## src/fsp_pkg.sv

```systemverilog
// Constants for the fast call and return privilege unit.
// Assumes a 64-bit core with 48-bit virtual addresses.
package fsp_pkg;

  // Configuration register fields
  localparam int RET_SEL_HI  = 63;
  localparam int RET_SEL_LO  = 48;
  localparam int CALL_SEL_HI = 47;
  localparam int CALL_SEL_LO = 32;
  localparam int EIP_HI      = 31;
  localparam int EIP_LO      = 0;

  // Selector offsets added to the configured base selector field
  localparam logic [15:0] SEL_STEP_SS   = 16'h0008;
  localparam logic [15:0] SEL_STEP_CS64 = 16'h0010;

  localparam logic [1:0] PRIV_KERNEL = 2'h0;
  localparam logic [1:0] PRIV_USER   = 2'h3;

  // Implemented virtual address width for the canonical check
  localparam int VA_BITS = 48;

  localparam logic [63:0] REG_RESET = 64'h0;

  // Model-register write target select
  typedef enum logic [2:0] {
    FSP_REG_CFG    = 3'h0,
    FSP_REG_LONG   = 3'h1,
    FSP_REG_COMPAT = 3'h2,
    FSP_REG_MASK   = 3'h3,
    FSP_REG_OTHER  = 3'h4
  } fsp_reg_t;

  // Instruction classes decoded upstream
  typedef enum logic [4:0] {
    FSP_OP_NONE          = 5'h00,
    FSP_OP_FAST_CALL     = 5'h01,
    FSP_OP_FAST_RETURN   = 5'h02,
    FSP_OP_MODEL_WRITE   = 5'h03,
    FSP_OP_SET_GLOBAL    = 5'h04,
    FSP_OP_BASE_SWAP     = 5'h05,
    FSP_OP_LEGACY_RETURN = 5'h06,
    FSP_OP_GUEST_LOAD    = 5'h07,
    FSP_OP_GUEST_SAVE    = 5'h08,
    FSP_OP_GUEST_RUN     = 5'h09,
    FSP_OP_HYPER_CALL    = 5'h0a,
    FSP_OP_CACHE_WBINV   = 5'h0b,
    FSP_OP_SET_INT_FLAG  = 5'h0c,
    FSP_OP_STORE_MSW     = 5'h0d,
    FSP_OP_STORE_TASK    = 5'h0e,
    FSP_OP_LEGACY_CALL   = 5'h0f,
    FSP_OP_UNDEF         = 5'h10,
    FSP_OP_SEG_RD_VERIFY = 5'h11,
    FSP_OP_SEG_WR_VERIFY = 5'h12,
    FSP_OP_FS_BASE_WRITE = 5'h13,
    FSP_OP_GS_BASE_WRITE = 5'h14
  } fsp_op_t;

endpackage

```

## src/fsp_unit.sv

```systemverilog
// Fast call/return privilege unit: holds the four call registers,
// checks instruction privilege and produces the segment/flag updates.
// Assumes the decoder presents one instruction per cycle with a valid
// strobe and that the core applies the results when done_o pulses.
`timescale 1ns/10ps
`default_nettype none

// What this block does
// - 32-bit return: code selector equals return field
// - 64-bit return: code selector is field plus 16
// - Return stack selector is field plus 8
// - Call: code from call field, stack plus 8
// - Legacy call target from low 32 bits
// - 64-bit caller uses long target register
// - Compatibility caller uses compat target register
// - Non-canonical target write raises protection fault
// - Call clears flags where mask bit set
// - Flag mask applies only in long mode
// - Fixed selector values, no descriptor checks
// - Fast call sets privilege level 0
// - Fast return sets privilege level 3
// - Target selector privilege never checked
// - Listed system instructions need privilege 0
// - OS setting governs interrupt-flag instruction privilege
// - Listed instructions allowed at any level
module fsp_unit
  import fsp_pkg::*;
(
  input  wire logic        sys_clk_i,
  input  wire logic        rst_n_i,
  input  wire logic        op_valid_i,
  input  wire fsp_op_t     op_i,
  input  wire logic [1:0]  cur_priv_i,
  input  wire logic        long_mode_i,
  input  wire logic        code_64_i,
  input  wire logic        ret_to_64_i,
  input  wire logic        int_flag_user_ok_i,
  input  wire fsp_reg_t    wr_reg_i,
  input  wire logic [63:0] wr_data_i,
  input  wire logic [63:0] flags_i,
  output logic             done_o,
  output logic             gp_fault_o,
  output logic             seg_load_o,
  output logic [15:0]      code_sel_o,
  output logic [15:0]      stack_sel_o,
  output logic [1:0]       new_priv_o,
  output logic [63:0]      target_ip_o,
  output logic [63:0]      flags_o,
  output logic [63:0]      cfg_o,
  output logic [63:0]      long_tgt_o,
  output logic [63:0]      compat_tgt_o,
  output logic [63:0]      mask_o
);

  logic [63:0] call_selector_target_config_q;
  logic [63:0] long_call_target_pointer_q;
  logic [63:0] compat_call_target_pointer_q;
  logic [63:0] call_flag_clear_mask_q;
  logic [15:0] ret_sel;
  logic [15:0] call_sel;
  logic        kernel_only;
  logic        priv_ok;
  logic        canon_ok;
  logic        tgt_write;
  logic        accept;

  assign ret_sel  = call_selector_target_config_q[RET_SEL_HI:RET_SEL_LO];
  assign call_sel = call_selector_target_config_q[CALL_SEL_HI:CALL_SEL_LO];

  always_comb begin
    unique case (op_i)
      FSP_OP_SET_GLOBAL, FSP_OP_BASE_SWAP, FSP_OP_LEGACY_RETURN,
      FSP_OP_FAST_RETURN, FSP_OP_GUEST_LOAD, FSP_OP_GUEST_SAVE,
      FSP_OP_GUEST_RUN, FSP_OP_HYPER_CALL, FSP_OP_CACHE_WBINV,
      FSP_OP_MODEL_WRITE: kernel_only = 1'b1;
      default:            kernel_only = 1'b0;
    endcase
  end

  always_comb begin
    if (op_i == FSP_OP_SET_INT_FLAG) begin
      priv_ok = (cur_priv_i == PRIV_KERNEL) || int_flag_user_ok_i;
    end else if (kernel_only) begin
      priv_ok = (cur_priv_i == PRIV_KERNEL);
    end else begin
      priv_ok = 1'b1;
    end
  end

  // canonical check: bits above the VA width copy its top bit
  assign canon_ok = (wr_data_i[63:VA_BITS-1] == {(65-VA_BITS){1'b0}}) ||
                    (wr_data_i[63:VA_BITS-1] == {(65-VA_BITS){1'b1}});
  assign tgt_write = (wr_reg_i == FSP_REG_LONG) ||
                     (wr_reg_i == FSP_REG_COMPAT);
  assign accept = op_valid_i && priv_ok &&
                  !((op_i == FSP_OP_MODEL_WRITE) && tgt_write && !canon_ok);

  // Register writes; a faulting write leaves the target untouched
  always_ff @(posedge sys_clk_i or negedge rst_n_i) begin
    if (!rst_n_i) begin
      call_selector_target_config_q <= REG_RESET;
      long_call_target_pointer_q    <= REG_RESET;
      compat_call_target_pointer_q  <= REG_RESET;
      call_flag_clear_mask_q        <= REG_RESET;
    end else if (accept && op_i == FSP_OP_MODEL_WRITE) begin
      unique case (wr_reg_i)
        FSP_REG_CFG:    call_selector_target_config_q <= wr_data_i;
        FSP_REG_LONG:   long_call_target_pointer_q    <= wr_data_i;
        FSP_REG_COMPAT: compat_call_target_pointer_q  <= wr_data_i;
        FSP_REG_MASK:   call_flag_clear_mask_q        <= wr_data_i;
        default: ;
      endcase
    end
  end

  always_ff @(posedge sys_clk_i or negedge rst_n_i) begin
    if (!rst_n_i) begin
      done_o     <= 1'b0;
      gp_fault_o <= 1'b0;
    end else begin
      done_o     <= accept;
      gp_fault_o <= op_valid_i && !accept;
    end
  end

  always_ff @(posedge sys_clk_i or negedge rst_n_i) begin
    if (!rst_n_i) begin
      seg_load_o  <= 1'b0;
      code_sel_o  <= 16'h0000;
      stack_sel_o <= 16'h0000;
      new_priv_o  <= PRIV_KERNEL;
      target_ip_o <= 64'h0;
      flags_o     <= 64'h0;
    end else begin
      seg_load_o <= 1'b0;
      if (accept && op_i == FSP_OP_FAST_CALL) begin
        seg_load_o  <= 1'b1;
        code_sel_o  <= call_sel;
        stack_sel_o <= call_sel + SEL_STEP_SS;
        new_priv_o  <= PRIV_KERNEL;
        if (long_mode_i && code_64_i) begin
          target_ip_o <= long_call_target_pointer_q;
        end else if (long_mode_i) begin
          target_ip_o <= compat_call_target_pointer_q;
        end else begin
          target_ip_o <= {32'h0, call_selector_target_config_q[EIP_HI:EIP_LO]};
        end
        flags_o <= long_mode_i ? (flags_i & ~call_flag_clear_mask_q) : flags_i;
      end else if (accept && op_i == FSP_OP_FAST_RETURN) begin
        seg_load_o  <= 1'b1;
        code_sel_o  <= ret_to_64_i ? ret_sel + SEL_STEP_CS64 : ret_sel;
        stack_sel_o <= ret_sel + SEL_STEP_SS;
        new_priv_o  <= PRIV_USER;
        flags_o     <= flags_i;
      end
    end
  end

  assign cfg_o        = call_selector_target_config_q;
  assign long_tgt_o   = long_call_target_pointer_q;
  assign compat_tgt_o = compat_call_target_pointer_q;
  assign mask_o       = call_flag_clear_mask_q;

endmodule

`default_nettype wire

```

## config.mk

```make
export PLATFORM = sky130hd
export DESIGN_NAME = fsp_unit
export DESIGN_NICKNAME = d
export VERILOG_FILES = /design/src/fsp_pkg.sv /design/src/fsp_unit.sv
export SDC_FILE = /design/constraint.sdc
export NUM_CORES = 1
export LEC_CHECK = 0
export ABC_AREA = 1
export BUFFER_PORTS_ARGS = -buffer_cell sky130_fd_sc_hd__buf_2
export CORE_AREA = 2 2 223 225
export DETAILED_ROUTE_END_ITERATION = 16
export DIE_AREA = 0 0 225 227
export PLACE_DENSITY = 0.63
export SLEW_MARGIN = 20
export SYNTH_ARGS = -nofsm -noshare
export SYNTH_HDL_FRONTEND = slang
export SYNTH_SLANG_ARGS = --single-unit
```

## constraint.sdc

```tcl
create_clock -name sys_clk_i -period 2.6 [get_ports sys_clk_i]
set_input_delay 0.13 -clock sys_clk_i [delete_from_list [all_inputs] [get_ports sys_clk_i]]
set_output_delay 0.13 -clock sys_clk_i [all_outputs]
set_load 0.02 [all_outputs]
```

== After elaboration in Yosys (flattened, before gate mapping) ==
Memory sizes are Yosys's and may differ from the RTL's.
Index checks and enable logic that the tools add are counted.

* Memories: 1
* Bits of input ports: 145
* Register bits: 421
* Bits in writable memories: 0
* Memory bits (read-only): 16
* Logic and storage cells: 66
* Bits in latches: 0

{| class="wikitable"
|+ Memories
! name !! depth !! bits a word !! rd ports !! clocked after memory_dff !! write ports !! RTL line !! text
|-
| (name not given) || 16 || 1 || 1 || 0 || 0 || fsp_unit.sv:71 || <nowiki>unique case (op_i)</nowiki>
|}

* Magnitude comparators: 0
* Equality and inequality tests: 8
* Multiply operators: 0
* Muxes and demuxes: 17
* $add $sub $neg: 3
* Shifts and indexed selects: 0
* Reductions and logical operators: 23
* Bitwise logic cells: 2
* Divide/modulo/power cells: 0

{| class="wikitable"
|+ Operators with widths
! cell !! number
|-
| two-way mux 64 bit || 5
|-
| two-way mux 16 bit || 5
|-
| bitwise AND 64 bit || 1
|-
| NOT 64 bit || 1
|-
| adder 16 x 4 -> 16 bit, second input constant || 2
|-
| equality test 17 bit, second input constant || 1
|-
| zero test 17 bit || 1
|-
| adder 16 x 5 -> 16 bit, second input constant || 1
|-
| equality test 5 x 2 -> 1 bit, second input constant || 2
|-
| logical AND 1 bit || 9
|-
| AND reduction 2 bit || 4
|-
| equality test 3 x 2 -> 1 bit, second input constant || 2
|-
| equality test 5 x 1 -> 1 bit, second input constant || 1
|-
| equality test 5 x 4 -> 1 bit, second input constant || 1
|-
| two-way mux 1 bit || 5
|-
| two-way mux 2 bit || 2
|-
| equality test 3 x 1 -> 1 bit, second input constant || 1
|-
| zero test 1 bit || 3
|-
| zero test 3 bit || 1
|-
| logical OR 1 bit || 3
|-
| zero test 2 bit || 1
|-
| nonzero test 2 bit || 1
|}

== Longest topological paths before layout ==
* Word-level depth: 9
* Mapped depth: 18
* Mapped depth without buffers: 17

== Worst setup path before layout ==
OpenSTA, ideal clock, no wires.

* Path type: input -> register
* From: input op_i[2]
* To: register stack_sel_o[15]
* Library setup time: 65 ps
* Slack: 782 ps
* Required time: 2535 ps
* Cell stages on the path: 13
* Arrival time: 1753 ps
* Cells stage by stage: nor2_1 nand2_1 nor2_1 buf_2 nand4_1 nand2_1 ha_1 inv_1 nor3_1 nand3_1 nand2_1 nand3_1 nand2_1

* Longest elaborated chain between the ends: 8
* Elaborated cells between the ends (all ways): 17
* Classes of those cells: eq/ne: 4; mux: 4; reduce/logical: 8; memory: 1

{| class="wikitable"
|+ Ends and longest elaborated chain
! what !! RTL line !! text
|-
| start: declaration || fsp_unit.sv:32 || <nowiki>input wire fsp_op_t op_i,</nowiki>
|-
| memory (16 x 1 bit) || n/a ||
|-
| two-way mux 1 bit || fsp_unit.sv:71 ||
|-
| two-way mux 1 bit || fsp_unit.sv:83 || <nowiki>end else if (kernel_only) begin</nowiki>
|-
| two-way mux 1 bit || fsp_unit.sv:81 || <nowiki>if (op_i == FSP_OP_SET_INT_FLAG) begin</nowiki>
|-
| logical AND 1 bit (2 in series) || fsp_unit.sv:95 || <nowiki>assign accept = op_valid_i && priv_ok &&</nowiki>
|-
| logical AND 1 bit, on equally long branches || fsp_unit.sv:136, fsp_unit.sv:149 ||
|-
| two-way mux 16 bit / nonzero test 2 bit (equally long branches) || n/a ||
|-
| end signal: assignment || fsp_unit.sv:139 || <nowiki>stack_sel_o <= call_sel + SEL_STEP_SS;</nowiki>
|-
| end signal: assignment || fsp_unit.sv:152 || <nowiki>stack_sel_o <= ret_sel + SEL_STEP_SS;</nowiki>
|-
| end: declaration || fsp_unit.sv:45 || <nowiki>output logic [15:0] stack_sel_o,</nowiki>
|}

Several ways; a longest one is shown, not always the timed one.
A chain may end at the register's enable or synchronous reset.

== Worst setup path in the final report ==
* From: input wr_data_i[51]
* To: register long_call_target_pointer_q[40] (netlist: long_tgt_o[40])

* Longest elaborated chain between the ends: 8
* Elaborated cells between the ends (all ways): 9
* Classes of those cells: eq/ne: 1; reduce/logical: 8

{| class="wikitable"
|+ Ends and longest elaborated chain
! what !! RTL line !! text
|-
| start: declaration || fsp_unit.sv:39 || <nowiki>input wire logic [63:0] wr_data_i,</nowiki>
|-
| equality test 17 bit / zero test 17 bit (equally long branches) || fsp_unit.sv:92, fsp_unit.sv:91 ||
|-
| logical OR 1 bit (*) || fsp_unit.sv:91 || <nowiki>assign canon_ok = (wr_data_i[63:VA_BITS-1] == {(65-VA_BITS){1'b0}}) ||</nowiki>
|-
| zero test 1 bit (*) || fsp_unit.sv:96 || <nowiki>!((op_i == FSP_OP_MODEL_WRITE) && tgt_write && !canon_ok);</nowiki>
|-
| logical AND 1 bit (*) || fsp_unit.sv:96 ||
|-
| zero test 1 bit (*) || fsp_unit.sv:96 ||
|-
| logical AND 1 bit (*) || fsp_unit.sv:95 ||
|-
| logical AND 1 bit (*) || fsp_unit.sv:105 || <nowiki>end else if (accept && op_i == FSP_OP_MODEL_WRITE) begin</nowiki>
|-
| AND reduction 2 bit (no source line) (*) || n/a ||
|-
| end signal: assignment || fsp_unit.sv:108 || <nowiki>FSP_REG_LONG: long_call_target_pointer_q <= wr_data_i;</nowiki>
|-
| end: declaration || fsp_unit.sv:56 || <nowiki>logic [63:0] long_call_target_pointer_q;</nowiki>
|}

Mark *: on every way between the ends. The rest lies on a longest branch, timed or not.

==> results.yml <==
timing:
  hold_violations: 0
  min_period_ns: 2.40
  slew_headroom: 0.450
  fin_skew_ns: 0.0126
  finalSetupViolCount: 0
  fin_tns_setup_ns: 0
  finalCritPeriodShare: 0.922
  worst-slew-pin-transition_ns: 0.825
  rsz0062_at_grt: "false"
  layout_setup_ws_ns: 0.204
  fmax_mhz: 417
  drv_slew: 0
finish:
  fillers: 4549
  regArea_mm2: 0.0104
  multi_input_area_mm2: 0.00588
  area_growth_syn_to_layout_pct: 37.0
  drive_gt1_frac: 0.262
  nets: 2772
die:
  die_w_um: 225
  die_h_um: 227
  core_mm2: 0.0485
  initial_core_util: 0.360
  num_rows: 81
  die-area_mm2: 0.0511
  pin_count: 566
routing:
  drtPass1Iterations: 5
  first_iter_violations: 1445
  vias: 16900
  wl_mm: 66.4
  postRouteAntennaNets: 0
  drc: 0
  route.detailed.vias_per_inst: 5.16
  wl_per_cell_um: 20.3
logic_synthesis:
  synth_ff_type: "dfrtp_1"
  syn_inst: 1972
  synth-seq-cells: 417
  synth_nets: 2119
  yosysWarnings: 0
  synthSimpleGateAreaFrac: 0.172
  yosysSeqAreaShare: 0.597
  synth_mux_area_frac: 0
  syn_area_mm2: 0.0175
  synth_fa_ha_area_frac: 0.00143
  yosysUniqueCellTypes: 34
  synth_compound_area_frac: 0.158
  synth_xor_area_frac: 0.00200
  synth_top_family_by_area: "simple AND/OR/NAND/NOR gates"
  async_reset_ff_frac: 1.00
  syn_area_per_cell_um2: 8.87
  synth_edf_count: 0
setup_path:
  crit_type: "in2reg"
  cp-end-kind: "flip-flop"
  cp.buffers_inverters: 4
  regToRegSetupSlack_ns: 0.41
  max_stage_delay_ns: 0.55
  critPathMaxFanout: 41
  cp.arrival_ns: 2.82
  crit_slowest_cell: "dlygate4sd3_1"
  start_kind: "primary input"
  crit_family: "simple AND/OR/NAND/NOR gates"
  cp_cell_sequence: "dlygate4sd3_1 -> buf_2 -> nor2_1 -> nand3_1 -> nor2_1 -> nand2_1 -> nand3_4 -> nand2_2 -> nor3_2 -> buf_4 -> nand3_4 -> buf_4 -> nand2_1 -> o21ai_0"
  required_ns: 3.03
  cp-startpoint: "wr_data_i[51]"
  rr_startpoint: "cfg_o[52]"
placement:
  dpl.hpwl_mm: 45.1
  post-place-ws_ns: 0.176
  port_buffers: 565
  gp_congestion: 0.932
grt:
  grt_max_degree: 129
  grt_pass1_vias: 16300
  antenna_found_initial: 1
  grt.overflow.total: 0
  grt_pass1_wl_mm: 98.6
  grt_use_total: 0.251
clock_tree:
  cts_buffer_depth: 3
  insertion_delay_ns: 0.56
  clkTransAtPathRegs_ns: 0.06
  cts_num_sinks: 417
  h-tree-depth: 2
  cts_tree: "yes"
  cts-root-buf: "clkbuf_16"
  hold_buffers: 131
  cts_buffers: 47
  postCtsResizedCells: 0
  cts_setup_buffers: 0
run_status:
  outcome: "completed"
power:
  peakVddDrop_mv: 0.501
  power.density_mw_per_mm2: 713
  leakage_nw: 12.4
run:
  drv_cap: 0
worst_hold_path:
  hp-class: "in2reg"
  hp-start: "op_i[4]"
## kinds of logic after synthesis
| logic type | Yosys count |
|---|---|
| adders and majority gates | 2 |
| xor gates and xnor gates | 4 |
| DFF | 417 |
| buffers and inverters | 309 |
| AOI/OAI and AO/OA | 486 |
| and+or+nand+nor | 754 |
## cells in the mapped netlist (5+ instances only)
| cell | instances | share of area |
|---|---|---|
| a31oi_1 | 36 | 0.013 |
| inv_2 | 6 | 0.0013 |
| buf_4 | 5 | 0.0021 |
| dfrtp_1 | 417 | 0.60 |
| inv_1 | 171 | 0.037 |
| nor2_1 | 175 | 0.038 |
| a311oi_1 | 64 | 0.032 |
| nor3_1 | 6 | 0.0017 |
| nand2_1 | 504 | 0.11 |
| o22ai_1 | 17 | 0.0061 |
| a21oi_1 | 41 | 0.012 |
| buf_2 | 32 | 0.0092 |
| clkbuf_1 | 92 | 0.020 |
| o21ai_0 | 319 | 0.091 |
| nand3_1 | 41 | 0.012 |
| nand4_1 | 14 | 0.0050 |
## worst min-delay path, cell delays in order
cell	delay (ns)
buf_2	0.11
nor3_1	0.06
nand2_2	0.14
o221a_2	0.20
## state kept, by name, summed over array words and instances (netlist names)
name,count
flags_o,64
gp_fault_o,1
new_priv_o,1
seg_load_o,1
cfg_o,64
long_tgt_o,64
mask_o,64
done_o,1
target_ip_o,64
compat_tgt_o,64
stack_sel_o,13
code_sel_o,16
## where the power goes
group          total [mW]  switching (mW)  internal [mW]  leakage, nW
clock                6.68            2.65           4.03        0.757
combinational        2.89            1.87           1.03         6.22
sequential           7.52           0.435           7.09         5.43
total                17.1            4.95           12.1         12.4
## final timing paths
kind	end	cells after the start
min in group asynchronous	flags_o[2]	2
worst min register to register	code_sel_o[14]	2
worst max register to register	code_sel_o[15]	11
worst max-delay path	long_tgt_o[40]	14
worst min-delay path	code_sel_o[7]	4
max in group asynchronous	cfg_o[49]	3
## per-stage QoR
stage,hold WS (ns),power (mW),area (µm²),util,cells
5_1_grt,0.110,17.8,24000,0.494,3279
6_report,0.106,17.1,24000,0.494,3279
2_1_floorplan,-0.166,9.06,17500,-,1972
4_1_cts,0.0625,17.2,24000,0.494,3278
3_3_place_gp,0.125,10.3,21100,0.435,3067
3_5_place_dp,0.131,10.4,21100,0.435,3067
## layer usage
| metal | vias up | GRT usage | routed length [µm] |
|---|---|---|---|
| li1 | 7762 | - | - |
| met1 | 8180 | 0.335 | 27500 |
| met2 | 818 | 0.405 | 31300 |
| met3 | 144 | 0.0589 | 5410 |
| met4 | 0 | 0.0850 | 2180 |
| met5 | - | 0 | 0 |
## cell type report
| cell class | instances | area share |
|---|---|---|
| Sequential cell | 417 | 0.435 |
| Multi-Input combinational cell | 1246 | 0.245 |
| Timing Repair Buffer | 736 | 0.195 |
| Clock buffer | 68 | 0.0570 |
| Tap cell | 622 | 0.0325 |
| Inverter | 177 | 0.0279 |
| Clock inverter | 12 | 0.00715 |
| Antenna cell | 1 | 0.000104 |
## placed cells by master (no fill, tap or decap), types with 2 or more instances in the layout
cell type	netlist	final
bufinv_16	0	4
clkinv_4	0	2
inv_1	171	171
inv_2	6	4
clkbuf_1	92	12
o22ai_1	17	17
buf_12	0	17
o221a_2	2	2
nand2_1	504	504
o21ai_0	319	319
clkinv_2	0	6
nor3_1	6	6
buf_4	5	24
a21oi_1	41	41
a31oi_1	36	36
dlygate4sd3_1	0	131
nand3_4	2	6
nand4_1	14	14
xor2_1	4	4
nand3_1	41	37
nand2_2	2	2
clkbuf_16	0	49
dfrtp_1	417	417
ha_1	2	2
nor2_2	2	2
nor2_1	175	175
buf_2	32	563
a311oi_1	64	64
o21ai_1	4	4
clkbuf_8	0	7
nor3b_1	2	2
(Power assumes the default switching activity.)
